File: src/hw/cmd_port_pkg.sv
// shared constants, types and register map of the serial command port
// assumes a 25 MHz system clock and an apb master with 32-bit data
package cmd_port_pkg;
  // timing
  localparam int CLK_HZ = 25_000_000;
  localparam int GAP_MS = 2000;
  localparam int RESP_MS = 25;
  localparam int SEC_MS = 1000;
  localparam int GAP_CYC = CLK_HZ / 1000 * GAP_MS;
  localparam int RESP_CYC = CLK_HZ / 1000 * RESP_MS;
  localparam int SEC_CYC = CLK_HZ / 1000 * SEC_MS;
  localparam int CNT_W = 26;
  // register byte offsets
  localparam logic [7:0] A_CTRL = 8'h00;
  localparam logic [7:0] A_BAUD = 8'h04;
  localparam logic [7:0] A_STAT = 8'h08;
  localparam logic [7:0] A_CMD = 8'h0C;
  localparam logic [7:0] A_ARG = 8'h10;
  localparam logic [7:0] A_TX = 8'h14;
  localparam logic [7:0] A_TIME = 8'h18;
  // status and field positions
  localparam int ST_RDY = 0;
  localparam int ST_SEL = 1;
  localparam int ST_TXRDY = 2;
  localparam int ST_PERR = 3;
  localparam int ST_OVF = 4;
  localparam int ST_LATE = 5;
  localparam int ST_LEN = 8;
  localparam int CM_LEN = 8;
  localparam int TX_END = 8;
  localparam int TM_SS = 0;
  localparam int TM_MM = 8;
  localparam int TM_HH = 16;
  // reset values
  localparam logic [15:0] CFG_RST = 16'h0000;
  localparam logic [15:0] BAUD_RST = 16'h0A2C;
  // line framing, bit times per frame with and without parity
  localparam logic [3:0] FRAME_P = 4'hB;
  localparam logic [3:0] FRAME_N = 4'hA;
  // buffer and characters
  localparam int BUF_DEPTH = 16;
  localparam logic [7:0] CH_CR = 8'h0D;
  localparam logic [7:0] CH_LF = 8'h0A;
  localparam logic [7:0] CH_0 = 8'h30;
  localparam logic [7:0] CH_9 = 8'h39;
  localparam logic [7:0] CH_LA = 8'h61;
  localparam logic [7:0] CH_LZ = 8'h7A;
  localparam logic [7:0] CASE_OFS = 8'h20;
  localparam logic [23:0] INV_MSG = 24'h494E56;
  localparam logic [5:0] SEC_MAX = 6'h3B;
  localparam logic [4:0] HR_MAX = 5'h17;
  // command character pairs
  localparam logic [15:0] K_ID = 16'h4944;
  localparam logic [15:0] K_BV = 16'h4256;
  localparam logic [15:0] K_BS = 16'h4253;
  localparam logic [15:0] K_BH = 16'h4248;
  localparam logic [15:0] K_BR = 16'h4252;
  localparam logic [15:0] K_BC = 16'h4243;
  localparam logic [15:0] K_TQ = 16'h543F;
  localparam logic [15:0] K_RQ = 16'h523F;
  localparam logic [15:0] K_BQ = 16'h423F;
  // command codes shown to software
  localparam logic [3:0] C_NONE = 4'h0;
  localparam logic [3:0] C_BV = 4'h1;
  localparam logic [3:0] C_BS = 4'h2;
  localparam logic [3:0] C_BH = 4'h3;
  localparam logic [3:0] C_BR = 4'h4;
  localparam logic [3:0] C_BC = 4'h5;
  localparam logic [3:0] C_TQ = 4'h6;
  localparam logic [3:0] C_RQ = 4'h7;
  localparam logic [3:0] C_BQ = 4'h8;

  typedef struct packed {
    logic [3:0] ptype;
    logic [7:0] unit_addr;
    logic parity_odd;
    logic parity_en;
    logic date_fmt;
    logic echo;
  } cfg_t;

  typedef enum logic [1:0] {M_IDLE, M_BODY, M_CR, M_LF} msg_st_t;
  typedef enum logic [1:0] {K_INV, K_UID, K_SW} msg_kind_t;
endpackage

File: src/hw/ascii_serial_command_port.sv
// ascii command front end: apb registers, line buffer, decode, replies
// assumes an apb master on clk_sys and a peer at the same baud and parity
//
// Overview of operation
// buffered command acts only after carriage return arrives
// every transmitted message ends with carriage return then line feed
// host keeps inter-character gaps within two seconds
// gap over two seconds drops partial buffer; next char starts fresh
// host sends one command per terminated string
// echo setting returns each received character, or nothing
// echo off on multidrop line except for testing
// reply must begin within 25 ms of the carriage return
// first two characters pick the command; value follows them
// command letters match regardless of case
// unknown command pair gets an invalid-command reply
// unit address zero accepts every command without selection
// units hold distinct addresses; host address alerts one unit
// host attaches at most 32 units per bus
// baud and parity configurable; peer uses same settings
// batch completion requests a ticket with configured printer type
// no printer attached means type 00, never 03
// time kept in 24-hour form; date order set by format bit
// select with decimal address selects matching unit, no reply
// selection lasts until another select command
// select without value makes selected unit reply its address
// unselected nonzero unit ignores commands, no echo or reply
//
// Register access over APB and the address map were left to the implementer.
module ascii_serial_command_port #(
  parameter int GAP_CYC = cmd_port_pkg::GAP_CYC,
  parameter int RESP_CYC = cmd_port_pkg::RESP_CYC,
  parameter int SEC_CYC = cmd_port_pkg::SEC_CYC
) (
  input wire logic clk_sys,
  input wire logic arst_n,
  input wire logic psel,
  input wire logic penable,
  input wire logic pwrite,
  input wire logic [7:0] paddr,
  input wire logic [31:0] pwdata,
  output logic [31:0] prdata,
  output logic pready,
  output logic pslverr,
  input wire logic rxd,
  output logic txd,
  input wire logic batch_done,
  output logic print_req,
  output logic [3:0] print_type,
  output logic date_fmt_us
);
  localparam int W = cmd_port_pkg::CNT_W;

  logic [1:0] rst_sync_q;
  logic rst_n;
  cmd_port_pkg::cfg_t cfg_q;
  logic [15:0] baud_q;
  logic apb_req, apb_wr, hit;
  logic [31:0] rd_mux;
  logic rx_valid, rx_perr, tx_busy;
  logic [7:0] rx_byte;
  logic [7:0] buf_q [0:cmd_port_pkg::BUF_DEPTH-1];
  logic [4:0] len_q, base;
  logic [W-1:0] gap_cnt_q, resp_cnt_q, sec_cnt_q;
  logic gap_exp, accept, rx_ok, proc, is_id, known, hw_inv, hw_uid;
  logic [7:0] c0, c1;
  logic [3:0] code, cmd_q, argsel_q;
  logic [4:0] cmd_len_q;
  logic [9:0] id_val;
  logic sel_q, cmd_rdy_q, perr_q, ovf_q, late_q, resp_on_q;
  logic mreq_q, mend_q, run_end_q, echo_pend_q, tx_start_q;
  logic [7:0] mbyte_q, echo_byte_q, tx_byte_q, msg_char;
  cmd_port_pkg::msg_kind_t mkind_q, run_kind_q;
  cmd_port_pkg::msg_st_t st_q;
  logic [1:0] idx_q;
  logic free, send_msg, send_echo, msg_go, tx_rdy, sw_wr, last, stat_wr;
  logic [5:0] ss_q, mm_q;
  logic [4:0] hh_q;

  // reset release through two flops
  always_ff @(posedge clk_sys or negedge arst_n) begin
    if (!arst_n) begin
      rst_sync_q <= 2'b00;
    end else begin
      rst_sync_q <= {rst_sync_q[0], 1'b1};
    end
  end
  assign rst_n = rst_sync_q[1];

  // one wait state: pready rises in the second access cycle
  assign apb_req = psel && penable && !pready;
  assign apb_wr = psel && penable && pready && pwrite;
  assign sw_wr = apb_wr && paddr == cmd_port_pkg::A_TX;
  assign stat_wr = apb_wr && paddr == cmd_port_pkg::A_STAT;

  // read mux and address decode
  always_comb begin
    rd_mux = 32'h0000_0000;
    hit = 1'b1;
    case (paddr)
      cmd_port_pkg::A_CTRL: rd_mux[15:0] = cfg_q;
      cmd_port_pkg::A_BAUD: rd_mux[15:0] = baud_q;
      cmd_port_pkg::A_STAT: begin
        rd_mux[cmd_port_pkg::ST_RDY] = cmd_rdy_q;
        rd_mux[cmd_port_pkg::ST_SEL] = sel_q;
        rd_mux[cmd_port_pkg::ST_TXRDY] = tx_rdy;
        rd_mux[cmd_port_pkg::ST_PERR] = perr_q;
        rd_mux[cmd_port_pkg::ST_OVF] = ovf_q;
        rd_mux[cmd_port_pkg::ST_LATE] = late_q;
        rd_mux[cmd_port_pkg::ST_LEN +: 5] = len_q;
      end
      cmd_port_pkg::A_CMD: begin
        rd_mux[3:0] = cmd_q;
        rd_mux[cmd_port_pkg::CM_LEN +: 5] = cmd_len_q;
      end
      cmd_port_pkg::A_ARG: rd_mux[7:0] = buf_q[argsel_q];
      cmd_port_pkg::A_TX: rd_mux[cmd_port_pkg::ST_TXRDY] = tx_rdy;
      cmd_port_pkg::A_TIME: begin
        rd_mux[cmd_port_pkg::TM_SS +: 6] = ss_q;
        rd_mux[cmd_port_pkg::TM_MM +: 6] = mm_q;
        rd_mux[cmd_port_pkg::TM_HH +: 5] = hh_q;
      end
      default: hit = 1'b0;
    endcase
  end

  // apb answer flops
  always_ff @(posedge clk_sys or negedge rst_n) begin
    if (!rst_n) begin
      pready <= 1'b0;
      pslverr <= 1'b0;
      prdata <= 32'h0000_0000;
    end else begin
      pready <= apb_req;
      pslverr <= apb_req && !hit;
      if (apb_req) begin
        prdata <= rd_mux;
      end
    end
  end

  // configuration registers
  always_ff @(posedge clk_sys or negedge rst_n) begin
    if (!rst_n) begin
      cfg_q <= cmd_port_pkg::CFG_RST;
      baud_q <= cmd_port_pkg::BAUD_RST;
      argsel_q <= 4'h0;
    end else if (apb_wr) begin
      if (paddr == cmd_port_pkg::A_CTRL) cfg_q <= pwdata[15:0];
      if (paddr == cmd_port_pkg::A_BAUD) baud_q <= pwdata[15:0];
      if (paddr == cmd_port_pkg::A_ARG) argsel_q <= pwdata[3:0];
    end
  end

  serial_line u_line (
    .clk_sys(clk_sys),
    .rst_n(rst_n),
    .divisor(baud_q),
    .parity_en(cfg_q.parity_en),
    .parity_odd(cfg_q.parity_odd),
    .rxd(rxd),
    .tx_start(tx_start_q),
    .tx_byte(tx_byte_q),
    .txd(txd),
    .tx_busy(tx_busy),
    .rx_valid(rx_valid),
    .rx_byte(rx_byte),
    .rx_perr(rx_perr)
  );

  // inter-character gap timer, saturates once expired
  assign gap_exp = gap_cnt_q >= W'(GAP_CYC);
  always_ff @(posedge clk_sys or negedge rst_n) begin
    if (!rst_n) begin
      gap_cnt_q <= '0;
    end else if (rx_valid) begin
      gap_cnt_q <= '0;
    end else if (!gap_exp) begin
      gap_cnt_q <= gap_cnt_q + 1'b1;
    end
  end

  assign accept = cfg_q.unit_addr == 8'h00 || sel_q;
  assign rx_ok = rx_valid && !rx_perr;
  assign proc = rx_ok && rx_byte == cmd_port_pkg::CH_CR;
  assign base = gap_exp ? 5'h00 : len_q;

  // line buffer; characters past the end are dropped and flagged
  always_ff @(posedge clk_sys) begin
    if (rx_ok && !proc && base < cmd_port_pkg::BUF_DEPTH) begin
      buf_q[base[3:0]] <= rx_byte;
    end
  end

  always_ff @(posedge clk_sys or negedge rst_n) begin
    if (!rst_n) begin
      len_q <= 5'h00;
    end else if (rx_ok) begin
      if (proc) len_q <= 5'h00;
      else if (base < cmd_port_pkg::BUF_DEPTH) len_q <= 5'(base + 5'h01);
      else len_q <= base;
    end else if (gap_exp) begin
      len_q <= 5'h00;
    end
  end

  // fold lower case onto upper case before matching
  function automatic logic [7:0] upcase(input logic [7:0] ch);
    if (ch >= cmd_port_pkg::CH_LA && ch <= cmd_port_pkg::CH_LZ) begin
      return 8'(ch - cmd_port_pkg::CASE_OFS);
    end
    return ch;
  endfunction

  function automatic logic [3:0] decode(input logic [15:0] pair);
    case (pair)
      cmd_port_pkg::K_BV: return cmd_port_pkg::C_BV;
      cmd_port_pkg::K_BS: return cmd_port_pkg::C_BS;
      cmd_port_pkg::K_BH: return cmd_port_pkg::C_BH;
      cmd_port_pkg::K_BR: return cmd_port_pkg::C_BR;
      cmd_port_pkg::K_BC: return cmd_port_pkg::C_BC;
      cmd_port_pkg::K_TQ: return cmd_port_pkg::C_TQ;
      cmd_port_pkg::K_RQ: return cmd_port_pkg::C_RQ;
      cmd_port_pkg::K_BQ: return cmd_port_pkg::C_BQ;
      default: return cmd_port_pkg::C_NONE;
    endcase
  endfunction

  assign c0 = upcase(buf_q[0]);
  assign c1 = upcase(buf_q[1]);
  assign code = decode({c0, c1});
  assign is_id = len_q >= 5'h02 && {c0, c1} == cmd_port_pkg::K_ID;
  assign known = len_q >= 5'h02 && code != cmd_port_pkg::C_NONE;
  assign hw_inv = proc && accept && !is_id && len_q != 5'h00 && !known;
  assign hw_uid = proc && accept && is_id && len_q == 5'h02;

  // decimal value after the pair; junk or overflow never matches
  always_comb begin
    id_val = 10'h000;
    for (int i = 2; i < cmd_port_pkg::BUF_DEPTH; i++) begin
      if (i < len_q) begin
        if (buf_q[i] < cmd_port_pkg::CH_0 || buf_q[i] > cmd_port_pkg::CH_9 ||
            id_val > 10'h019) begin
          id_val = 10'h3FF;
        end else begin
          id_val = 10'(id_val * 10'h00A + 10'(buf_q[i] - cmd_port_pkg::CH_0));
        end
      end
    end
  end

  // selection and command hand-off to software; set wins over clear
  always_ff @(posedge clk_sys or negedge rst_n) begin
    if (!rst_n) begin
      sel_q <= 1'b0;
      cmd_rdy_q <= 1'b0;
      cmd_q <= cmd_port_pkg::C_NONE;
      cmd_len_q <= 5'h00;
    end else begin
      if (proc && is_id && len_q > 5'h02) begin
        sel_q <= id_val == {2'b00, cfg_q.unit_addr};
      end
      if (proc && accept && !is_id && known) begin
        cmd_q <= code;
        cmd_len_q <= len_q;
        cmd_rdy_q <= 1'b1;
      end else if (stat_wr && pwdata[cmd_port_pkg::ST_RDY]) begin
        cmd_rdy_q <= 1'b0;
      end
    end
  end

  // sticky faults, write one to clear, new event wins
  always_ff @(posedge clk_sys or negedge rst_n) begin
    if (!rst_n) begin
      perr_q <= 1'b0;
      ovf_q <= 1'b0;
      late_q <= 1'b0;
    end else begin
      if (rx_valid && rx_perr) perr_q <= 1'b1;
      else if (stat_wr && pwdata[cmd_port_pkg::ST_PERR]) perr_q <= 1'b0;
      if (rx_ok && !proc && base >= cmd_port_pkg::BUF_DEPTH) ovf_q <= 1'b1;
      else if (stat_wr && pwdata[cmd_port_pkg::ST_OVF]) ovf_q <= 1'b0;
      if (resp_on_q && resp_cnt_q == W'(RESP_CYC - 1)) late_q <= 1'b1;
      else if (stat_wr && pwdata[cmd_port_pkg::ST_LATE]) late_q <= 1'b0;
    end
  end

  // reply deadline watch from carriage return to first reply char
  always_ff @(posedge clk_sys or negedge rst_n) begin
    if (!rst_n) begin
      resp_on_q <= 1'b0;
      resp_cnt_q <= '0;
    end else if (proc && accept && (known || hw_inv || hw_uid)) begin
      resp_on_q <= 1'b1;
      resp_cnt_q <= '0;
    end else if (msg_go || resp_cnt_q == W'(RESP_CYC - 1)) begin
      resp_on_q <= 1'b0;
    end else if (resp_on_q) begin
      resp_cnt_q <= resp_cnt_q + 1'b1;
    end
  end

  // pending message; hardware replies start at once, software waits
  assign tx_rdy = !mreq_q && st_q == cmd_port_pkg::M_IDLE;
  always_ff @(posedge clk_sys or negedge rst_n) begin
    if (!rst_n) begin
      mreq_q <= 1'b0;
      mkind_q <= cmd_port_pkg::K_INV;
      mbyte_q <= 8'h00;
      mend_q <= 1'b0;
    end else if (hw_inv || hw_uid) begin
      mreq_q <= 1'b1;
      mkind_q <= hw_uid ? cmd_port_pkg::K_UID : cmd_port_pkg::K_INV;
      mend_q <= 1'b1;
    end else if (sw_wr && tx_rdy) begin
      mreq_q <= 1'b1;
      mkind_q <= cmd_port_pkg::K_SW;
      mbyte_q <= pwdata[7:0];
      mend_q <= pwdata[cmd_port_pkg::TX_END];
    end else if (msg_go) begin
      mreq_q <= 1'b0;
    end
  end

  // echo only what this unit accepts; a collision hazard on a shared bus
  always_ff @(posedge clk_sys or negedge rst_n) begin
    if (!rst_n) begin
      echo_pend_q <= 1'b0;
      echo_byte_q <= 8'h00;
    end else if (rx_valid && cfg_q.echo && accept) begin
      echo_pend_q <= 1'b1;
      echo_byte_q <= rx_byte;
    end else if (send_echo) begin
      echo_pend_q <= 1'b0;
    end
  end

  // a running message is never split by an echo
  assign free = !tx_busy && !tx_start_q;
  assign send_msg = free && st_q != cmd_port_pkg::M_IDLE;
  assign send_echo = free && st_q == cmd_port_pkg::M_IDLE && echo_pend_q;
  assign msg_go = st_q == cmd_port_pkg::M_IDLE && mreq_q && !send_echo;
  assign last = run_kind_q == cmd_port_pkg::K_SW || idx_q == 2'h2;

  // characters of the current message: body, carriage return, line feed
  always_comb begin
    msg_char = 8'h00;
    unique case (st_q)
      cmd_port_pkg::M_IDLE: msg_char = 8'h00;
      cmd_port_pkg::M_CR: msg_char = cmd_port_pkg::CH_CR;
      cmd_port_pkg::M_LF: msg_char = cmd_port_pkg::CH_LF;
      cmd_port_pkg::M_BODY: begin
        case (run_kind_q)
          cmd_port_pkg::K_INV: msg_char = cmd_port_pkg::INV_MSG[8 * (2 - idx_q) +: 8];
          cmd_port_pkg::K_UID: begin
            case (idx_q)
              2'h0: msg_char = 8'(cfg_q.unit_addr / 8'h64 + cmd_port_pkg::CH_0);
              2'h1: msg_char = 8'(cfg_q.unit_addr / 8'h0A % 8'h0A + cmd_port_pkg::CH_0);
              default: msg_char = 8'(cfg_q.unit_addr % 8'h0A + cmd_port_pkg::CH_0);
            endcase
          end
          cmd_port_pkg::K_SW: msg_char = mbyte_q;
          default: msg_char = 8'h00;
        endcase
      end
    endcase
  end

  // transmit sequencer: body, then carriage return and line feed
  always_ff @(posedge clk_sys or negedge rst_n) begin
    if (!rst_n) begin
      st_q <= cmd_port_pkg::M_IDLE;
      idx_q <= 2'h0;
      run_kind_q <= cmd_port_pkg::K_INV;
      run_end_q <= 1'b0;
      tx_start_q <= 1'b0;
      tx_byte_q <= 8'h00;
    end else begin
      tx_start_q <= 1'b0;
      if (send_msg) begin
        tx_start_q <= 1'b1;
        tx_byte_q <= msg_char;
        unique case (st_q)
          cmd_port_pkg::M_BODY: begin
            idx_q <= idx_q + 2'h1;
            if (last) st_q <= run_end_q ? cmd_port_pkg::M_CR : cmd_port_pkg::M_IDLE;
          end
          cmd_port_pkg::M_CR: st_q <= cmd_port_pkg::M_LF;
          cmd_port_pkg::M_LF: st_q <= cmd_port_pkg::M_IDLE;
          cmd_port_pkg::M_IDLE: st_q <= cmd_port_pkg::M_IDLE;
        endcase
      end else if (send_echo) begin
        tx_start_q <= 1'b1;
        tx_byte_q <= echo_byte_q;
      end else if (msg_go) begin
        st_q <= cmd_port_pkg::M_BODY;
        idx_q <= 2'h0;
        run_kind_q <= mkind_q;
        run_end_q <= mend_q;
      end
    end
  end

  // 24-hour time of day, set by software
  always_ff @(posedge clk_sys or negedge rst_n) begin
    if (!rst_n) begin
      sec_cnt_q <= '0;
      ss_q <= 6'h00;
      mm_q <= 6'h00;
      hh_q <= 5'h00;
    end else if (apb_wr && paddr == cmd_port_pkg::A_TIME) begin
      sec_cnt_q <= '0;
      ss_q <= pwdata[cmd_port_pkg::TM_SS +: 6];
      mm_q <= pwdata[cmd_port_pkg::TM_MM +: 6];
      hh_q <= pwdata[cmd_port_pkg::TM_HH +: 5];
    end else if (sec_cnt_q == W'(SEC_CYC - 1)) begin
      sec_cnt_q <= '0;
      ss_q <= (ss_q == cmd_port_pkg::SEC_MAX) ? 6'h00 : ss_q + 6'h01;
      if (ss_q == cmd_port_pkg::SEC_MAX) begin
        mm_q <= (mm_q == cmd_port_pkg::SEC_MAX) ? 6'h00 : mm_q + 6'h01;
        if (mm_q == cmd_port_pkg::SEC_MAX) begin
          hh_q <= (hh_q == cmd_port_pkg::HR_MAX) ? 5'h00 : hh_q + 5'h01;
        end
      end
    end else begin
      sec_cnt_q <= sec_cnt_q + 1'b1;
    end
  end

  // ticket request and date order toward the print formatter
  always_ff @(posedge clk_sys or negedge rst_n) begin
    if (!rst_n) begin
      print_req <= 1'b0;
      print_type <= 4'h0;
      date_fmt_us <= 1'b0;
    end else begin
      print_req <= batch_done;
      if (batch_done) print_type <= cfg_q.ptype;
      date_fmt_us <= cfg_q.date_fmt;
    end
  end
endmodule

File: src/hw/serial_line.sv
// 8-bit async transmitter and receiver, optional parity, one stop bit
// assumes rxd already synchronous to clk_sys and divisor above one
module serial_line (
  input wire logic clk_sys,
  input wire logic rst_n,
  input wire logic [15:0] divisor,
  input wire logic parity_en,
  input wire logic parity_odd,
  input wire logic rxd,
  input wire logic tx_start,
  input wire logic [7:0] tx_byte,
  output logic txd,
  output logic tx_busy,
  output logic rx_valid,
  output logic [7:0] rx_byte,
  output logic rx_perr
);
  logic [10:0] tx_sh_q;
  logic [3:0] tx_left_q;
  logic [15:0] tx_div_q;
  logic tx_tick;
  logic tx_par;
  logic rx_on_q;
  logic [3:0] rx_idx_q;
  logic [15:0] rx_div_q;
  logic [7:0] rx_sh_q;
  logic rx_pbit_q;
  logic rx_tick;
  logic [3:0] rx_last;

  assign tx_par = ^tx_byte ^ parity_odd;
  assign tx_tick = tx_div_q == 16'(divisor - 16'h0001);
  assign tx_busy = tx_left_q != 4'h0;

  // shift out start, data lsb first, parity, stop
  always_ff @(posedge clk_sys or negedge rst_n) begin
    if (!rst_n) begin
      tx_sh_q <= 11'h7FF;
      tx_left_q <= 4'h0;
      tx_div_q <= 16'h0000;
      txd <= 1'b1;
    end else if (tx_start) begin
      txd <= 1'b0;
      tx_div_q <= 16'h0000;
      if (parity_en) begin
        tx_sh_q <= {1'b1, tx_par, tx_byte, 1'b0};
        tx_left_q <= cmd_port_pkg::FRAME_P;
      end else begin
        tx_sh_q <= {2'b11, tx_byte, 1'b0};
        tx_left_q <= cmd_port_pkg::FRAME_N;
      end
    end else if (tx_busy) begin
      if (tx_tick) begin
        tx_div_q <= 16'h0000;
        tx_sh_q <= {1'b1, tx_sh_q[10:1]};
        txd <= tx_sh_q[1]; // ones fill in, so the line idles high
        tx_left_q <= tx_left_q - 4'h1;
      end else begin
        tx_div_q <= tx_div_q + 16'h0001;
      end
    end
  end

  assign rx_tick = rx_div_q == 16'(divisor - 16'h0001);
  assign rx_last = parity_en ? 4'hA : 4'h9;

  // sample mid-bit; a start bit high at mid-bit is a glitch
  always_ff @(posedge clk_sys or negedge rst_n) begin
    if (!rst_n) begin
      rx_on_q <= 1'b0;
      rx_idx_q <= 4'h0;
      rx_div_q <= 16'h0000;
      rx_sh_q <= 8'h00;
      rx_pbit_q <= 1'b0;
      rx_valid <= 1'b0;
      rx_byte <= 8'h00;
      rx_perr <= 1'b0;
    end else begin
      rx_valid <= 1'b0;
      if (!rx_on_q) begin
        if (!rxd) begin
          rx_on_q <= 1'b1;
          rx_idx_q <= 4'h0;
          rx_div_q <= {1'b0, divisor[15:1]};
        end
      end else if (rx_tick) begin
        rx_div_q <= 16'h0000;
        rx_idx_q <= rx_idx_q + 4'h1;
        if (rx_idx_q == 4'h0) begin
          if (rxd) begin
            rx_on_q <= 1'b0;
          end
        end else if (rx_idx_q <= 4'h8) begin
          rx_sh_q <= {rxd, rx_sh_q[7:1]};
        end else if (rx_idx_q == rx_last) begin
          rx_on_q <= 1'b0;
          rx_valid <= 1'b1;
          rx_byte <= rx_sh_q;
          // framing and parity faults share one flag
          rx_perr <= !rxd || (parity_en && (rx_pbit_q ^ (^rx_sh_q) ^ parity_odd));
        end else begin
          rx_pbit_q <= rxd;
        end
      end else begin
        rx_div_q <= rx_div_q + 16'h0001;
      end
    end
  end
endmodule

File: config.mk
export PLATFORM = sky130hd
export DESIGN_NAME = ascii_serial_command_port
export DESIGN_NICKNAME = d
export VERILOG_FILES = /design/src/hw/cmd_port_pkg.sv /design/src/hw/ascii_serial_command_port.sv /design/src/hw/serial_line.sv
export SDC_FILE = /design/constraint.sdc
export NUM_CORES = 1
export LEC_CHECK = 0
export ABC_CLOCK_PERIOD_IN_PS = 11400
export BUFFER_PORTS_ARGS = -buffer_cell sky130_fd_sc_hd__buf_2
export CAP_MARGIN = 20
export CORE_MARGIN = 10
export CORE_UTILIZATION = 60
export CTS_CLUSTER_DIAMETER = 80
export DETAILED_ROUTE_END_ITERATION = 10
export MAX_ROUTING_LAYER = met4
export PLACE_DENSITY = 0.77
export SYNTH_ARGS = -nofsm -noshare
export SYNTH_HDL_FRONTEND = slang
export SYNTH_HIERARCHICAL = 1
export SYNTH_SLANG_ARGS = --single-unit
File: constraint.sdc
create_clock -name clk_sys -period 11.4 [get_ports clk_sys]
set_input_delay 1.14 -clock clk_sys [delete_from_list [all_inputs] [get_ports clk_sys]]
set_output_delay 1.14 -clock clk_sys [all_outputs]
set_load 0.01 [all_outputs]
==> metrics.md <==
| Metric | Value |
|---|---|
| Hold_ws | `0.352 ns` |
| Row count | `86` |
| Number of iterations in the first detailed-routing pass | `6` |
| Placement Cell Area | `approximately 40000 um2` |
| Grt ovf | `0` |
| Max-slew headroom | `0.278` |
| Flops & latches, synth | `417` |
| Run status | `complete, but fails checks` |
| Fin. max-slew vios | `0` |
| IO buf count | `65` |
| Seq/Total Area, Yosys | `0.329` |
| First-pass GRT wire length | `around 170000 um` |
| CTS sink cnt | `between 400 and 500` |
| CP top delay family | `adder cells` |
| Initial antenna violation count | `1` |
| Num ports | `a little under 90` |
| Post-Layout Inst Area | `42400 um2` |
| Post-layout util | `0.765` |
| Wire per inst | `20.9 um` |
| Nets@finish | `4658` |
| FFs w/ async S/R, synth | `0.693` |
| Chip height | `about 260 um` |
| Crit end category | `flop` |
| Via-to-Cell Ratio | `6.28` |
| Post-route DRC | `0` |
| Number of max-cap violations | `0` |
| Die area | `66100 um2` |
| Die Wd | `between 200 and 300 um` |
| Routability Congestion | `0.975` |
| Final setup fails | `1` |
| EDFF count, synth | `128` |
| Num CTS Buffers | `41` |
| Final worst clock skew | `about 0.037 ns` |
| Total Wirelength | `approximately 110000 um` |
| Worst Path Required | `around 12 ns` |
| Vias in the first global route | `31.0k` |
| Starting Density | `0.609` |
| Commonest non-fill, non-tap cells in the layout | `702 x buf_4, 322 x nor2_1, 272 x dfrtp_1` |
| Final period utilization | `2.00` |
| PwrDens | `73.8 nW/um2` |
| CP Data Arrival Time | `23.23 ns` |
| Distinct cells, synth | `118` |
| CP max FO | `5` |
| Synth warnings | `6` |
| Main synth FF type | `dfrtp_1` |
| Slack of the critical path | `-11.38 ns` |
| Iter 0 DRT Violations | `3334` |
| Peak supply drop | `0.100 mV` |
| Crit-path max cell delay | `0.56 ns` |
| Crit-path most repeated cell | `ha_4` |
| Area of the multi-input gates | `22800 um2` |
| Total Routing Usage GR | `0.314` |
| Worst-skew pair later-pin latency | `between 0.5 and 0.6 ns` |
| Largest net degree at the start of global routing | `171` |
| WS Path Type | `flop to flop` |
| Area grow syn2layout | `25.6%` |
| CTS clk-pin slew, worst paths | `0.07 ns` |
| Final Hold Vio Count | `0` |
| Yosys top cell by area | `dfrtp_1` |
| RSZ-0062 raised after global routing | `yes` |
| Power after layout | `3.13 mW` |
| Worst-margin pin slew | `1.08 ns` |
| Failing checks | `setup timing` |
| Syn avg cell area | `about 9.3 um2` |
| Min Tclk post-route | `between 20 and 25 ns` |
| Register area | `between 10000 and 15000 um2` |
| Startpoint class of the critical path | `flop` |
| Total number of vias | `31.9k` |
| Top cell type's share of synthesized area | `0.203` |
| CP bufs+invs | `14` |
| HPWL after detailed placement | `79300 um` |
| CTS tree | `done` |
| Cell area after synthesis | `around 34000 um2` |
| Layout cells sized above 1 | `0.287` |
| Antenna-violating nets left | `0` |
| Root Driver | `clkbuf_16` |
| Filler cell count in the final layout | `3720` |
| Leakage | `20.0 nW` |
| Synth area leaders | `dfrtp_1 20%, edfxtp_1 11%, ha_1 11%` |
| H-tree lvl count | `2` |
| Hold crit path type | `flop to flop` |
| Setup_tns | `-11.38 ns` |
| Post-Synthesis Cells | `3612` |
| CP max-delay cell | `fa_2` |
| Clk buf depth | `3` |
| Fmax | `around 44 MHz` |
| Core area | `55400 um2` |
| Most common cell after layout, fill and taps aside | `buf_4` |
## worst register-to-register path: cells and delay by family, from the launching register on
kind | cells | cell delay (ns)
buffers and inverters | 14 | 1.36
adder cells (fa/ha/maj) | 33 | 9.21
AO/OA/AOI/OAI | 35 | 5.88
flip-flops | 1 | 0.40
AND/OR/NAND/NOR | 18 | 3.57
XOR/XNOR | 14 | 2.23
## worst paths after layout
path,start,end,slack (ns),cells past startpoint
setup / recovery,buf_q[2][4],sel_q,-11.38,114
hold / removal,rst_sync_q[0],rst_sync_q[1],0.35,0
setup reg to reg,buf_q[2][4],sel_q,-11.38,114
hold reg to reg,rst_sync_q[0],rst_sync_q[1],0.35,0
max in group asynchronous,rst_sync_q[1],mreq_q,9.05,2
min in group asynchronous,arst_n,rst_sync_q[1],0.36,1
## registers in the layout (all words and copies together), names as in the netlist, 5 cells and up
register / count
buf_q: 128
ss_q: 6
gap_cnt_q: 26
u_line/rx_div_q: 16
tx_byte_q: 8
cfg_q: 16
mm_q: 6
u_line/rx_sh_q: 8
hh_q: 5
u_line/tx_div_q: 16
resp_cnt_q: 26
u_line/rx_byte: 8
u_line/tx_sh_q: 10
len_q: 5
baud_q: 16
sec_cnt_q: 26
prdata: 21
mbyte_q: 8
cmd_len_q: 5
echo_byte_q: 8
## routing by layer
layer  global-route usage  part of all wire  routed length, um  vias up
met1                0.414              0.42              44400    15300
met4                0.111             0.038               4030        0
li1                     -                 -                  -    14700
met2                0.486              0.45              48200     1636
met5                    -                 0                  0        -
met3               0.0455             0.090               9560      295
## power by group
group          switching, mW  total, mW  internal (mW)
registers             0.0617       1.64           1.57
logic                  0.101      0.183         0.0821
clock network          0.603       1.31          0.710
total                  0.765       3.13           2.37
## kinds of logic after synthesis
family,synth area share
AO/OA/AOI/OAI,0.178
XOR/XNOR,0.0964
adder cells (fa/ha/maj),0.124
buffers and inverters,0.0371
flip-flops,0.329
multiplexers,0.0693
other,0.000222
AND/OR/NAND/NOR,0.167
## cell type report
cell class                 count  area share
multi-input combinational   2890       0.538
sequential                   417       0.262
timing repair buffer         772       0.133
clock buffer                  53      0.0257
tap                          748      0.0221
inverter                     171      0.0151
clock inverter                22     0.00446
antenna                        1   0.0000590
## what timing repair did
item                                    4_1_cts  5_1_grt
setup buffers                                32       14
endpoints found under the setup margin        1        1
hold buffers                                  0        0
gates resized for setup                      74       88
pin swaps                                    67       87
## synthesized netlist by cell type, types with 30 or more instances
| master | number |
|---|---|
| ha_1 | 292 |
| nor3_1 | 105 |
| edfxtp_1 | 128 |
| nand4_1 | 53 |
| and3_1 | 30 |
| o21ai_0 | 133 |
| a21oi_1 | 271 |
| nor4_1 | 31 |
| mux4_2 | 37 |
| o211ai_1 | 31 |
| inv_1 | 165 |
| a31oi_1 | 49 |
| nand3_1 | 96 |
| nor2_1 | 331 |
| a21o_1 | 58 |
| dfrtp_1 | 274 |
| or3_1 | 31 |
| mux2_2 | 78 |
| xnor2_1 | 229 |
| clkbuf_1 | 112 |
| o21bai_1 | 59 |
| mux2i_1 | 60 |
| xor2_1 | 125 |
| nand2_1 | 254 |
## through the flow
stage                     cells  setup WS, ns
after CTS                  5056        -11.25
after detailed placement   4949        -11.88
after global placement     4948        -11.52
after global routing       5074        -12.34
after floorplan            3622        -10.91
final                      5074        -11.38
Power figures use the tool's default switching activity.
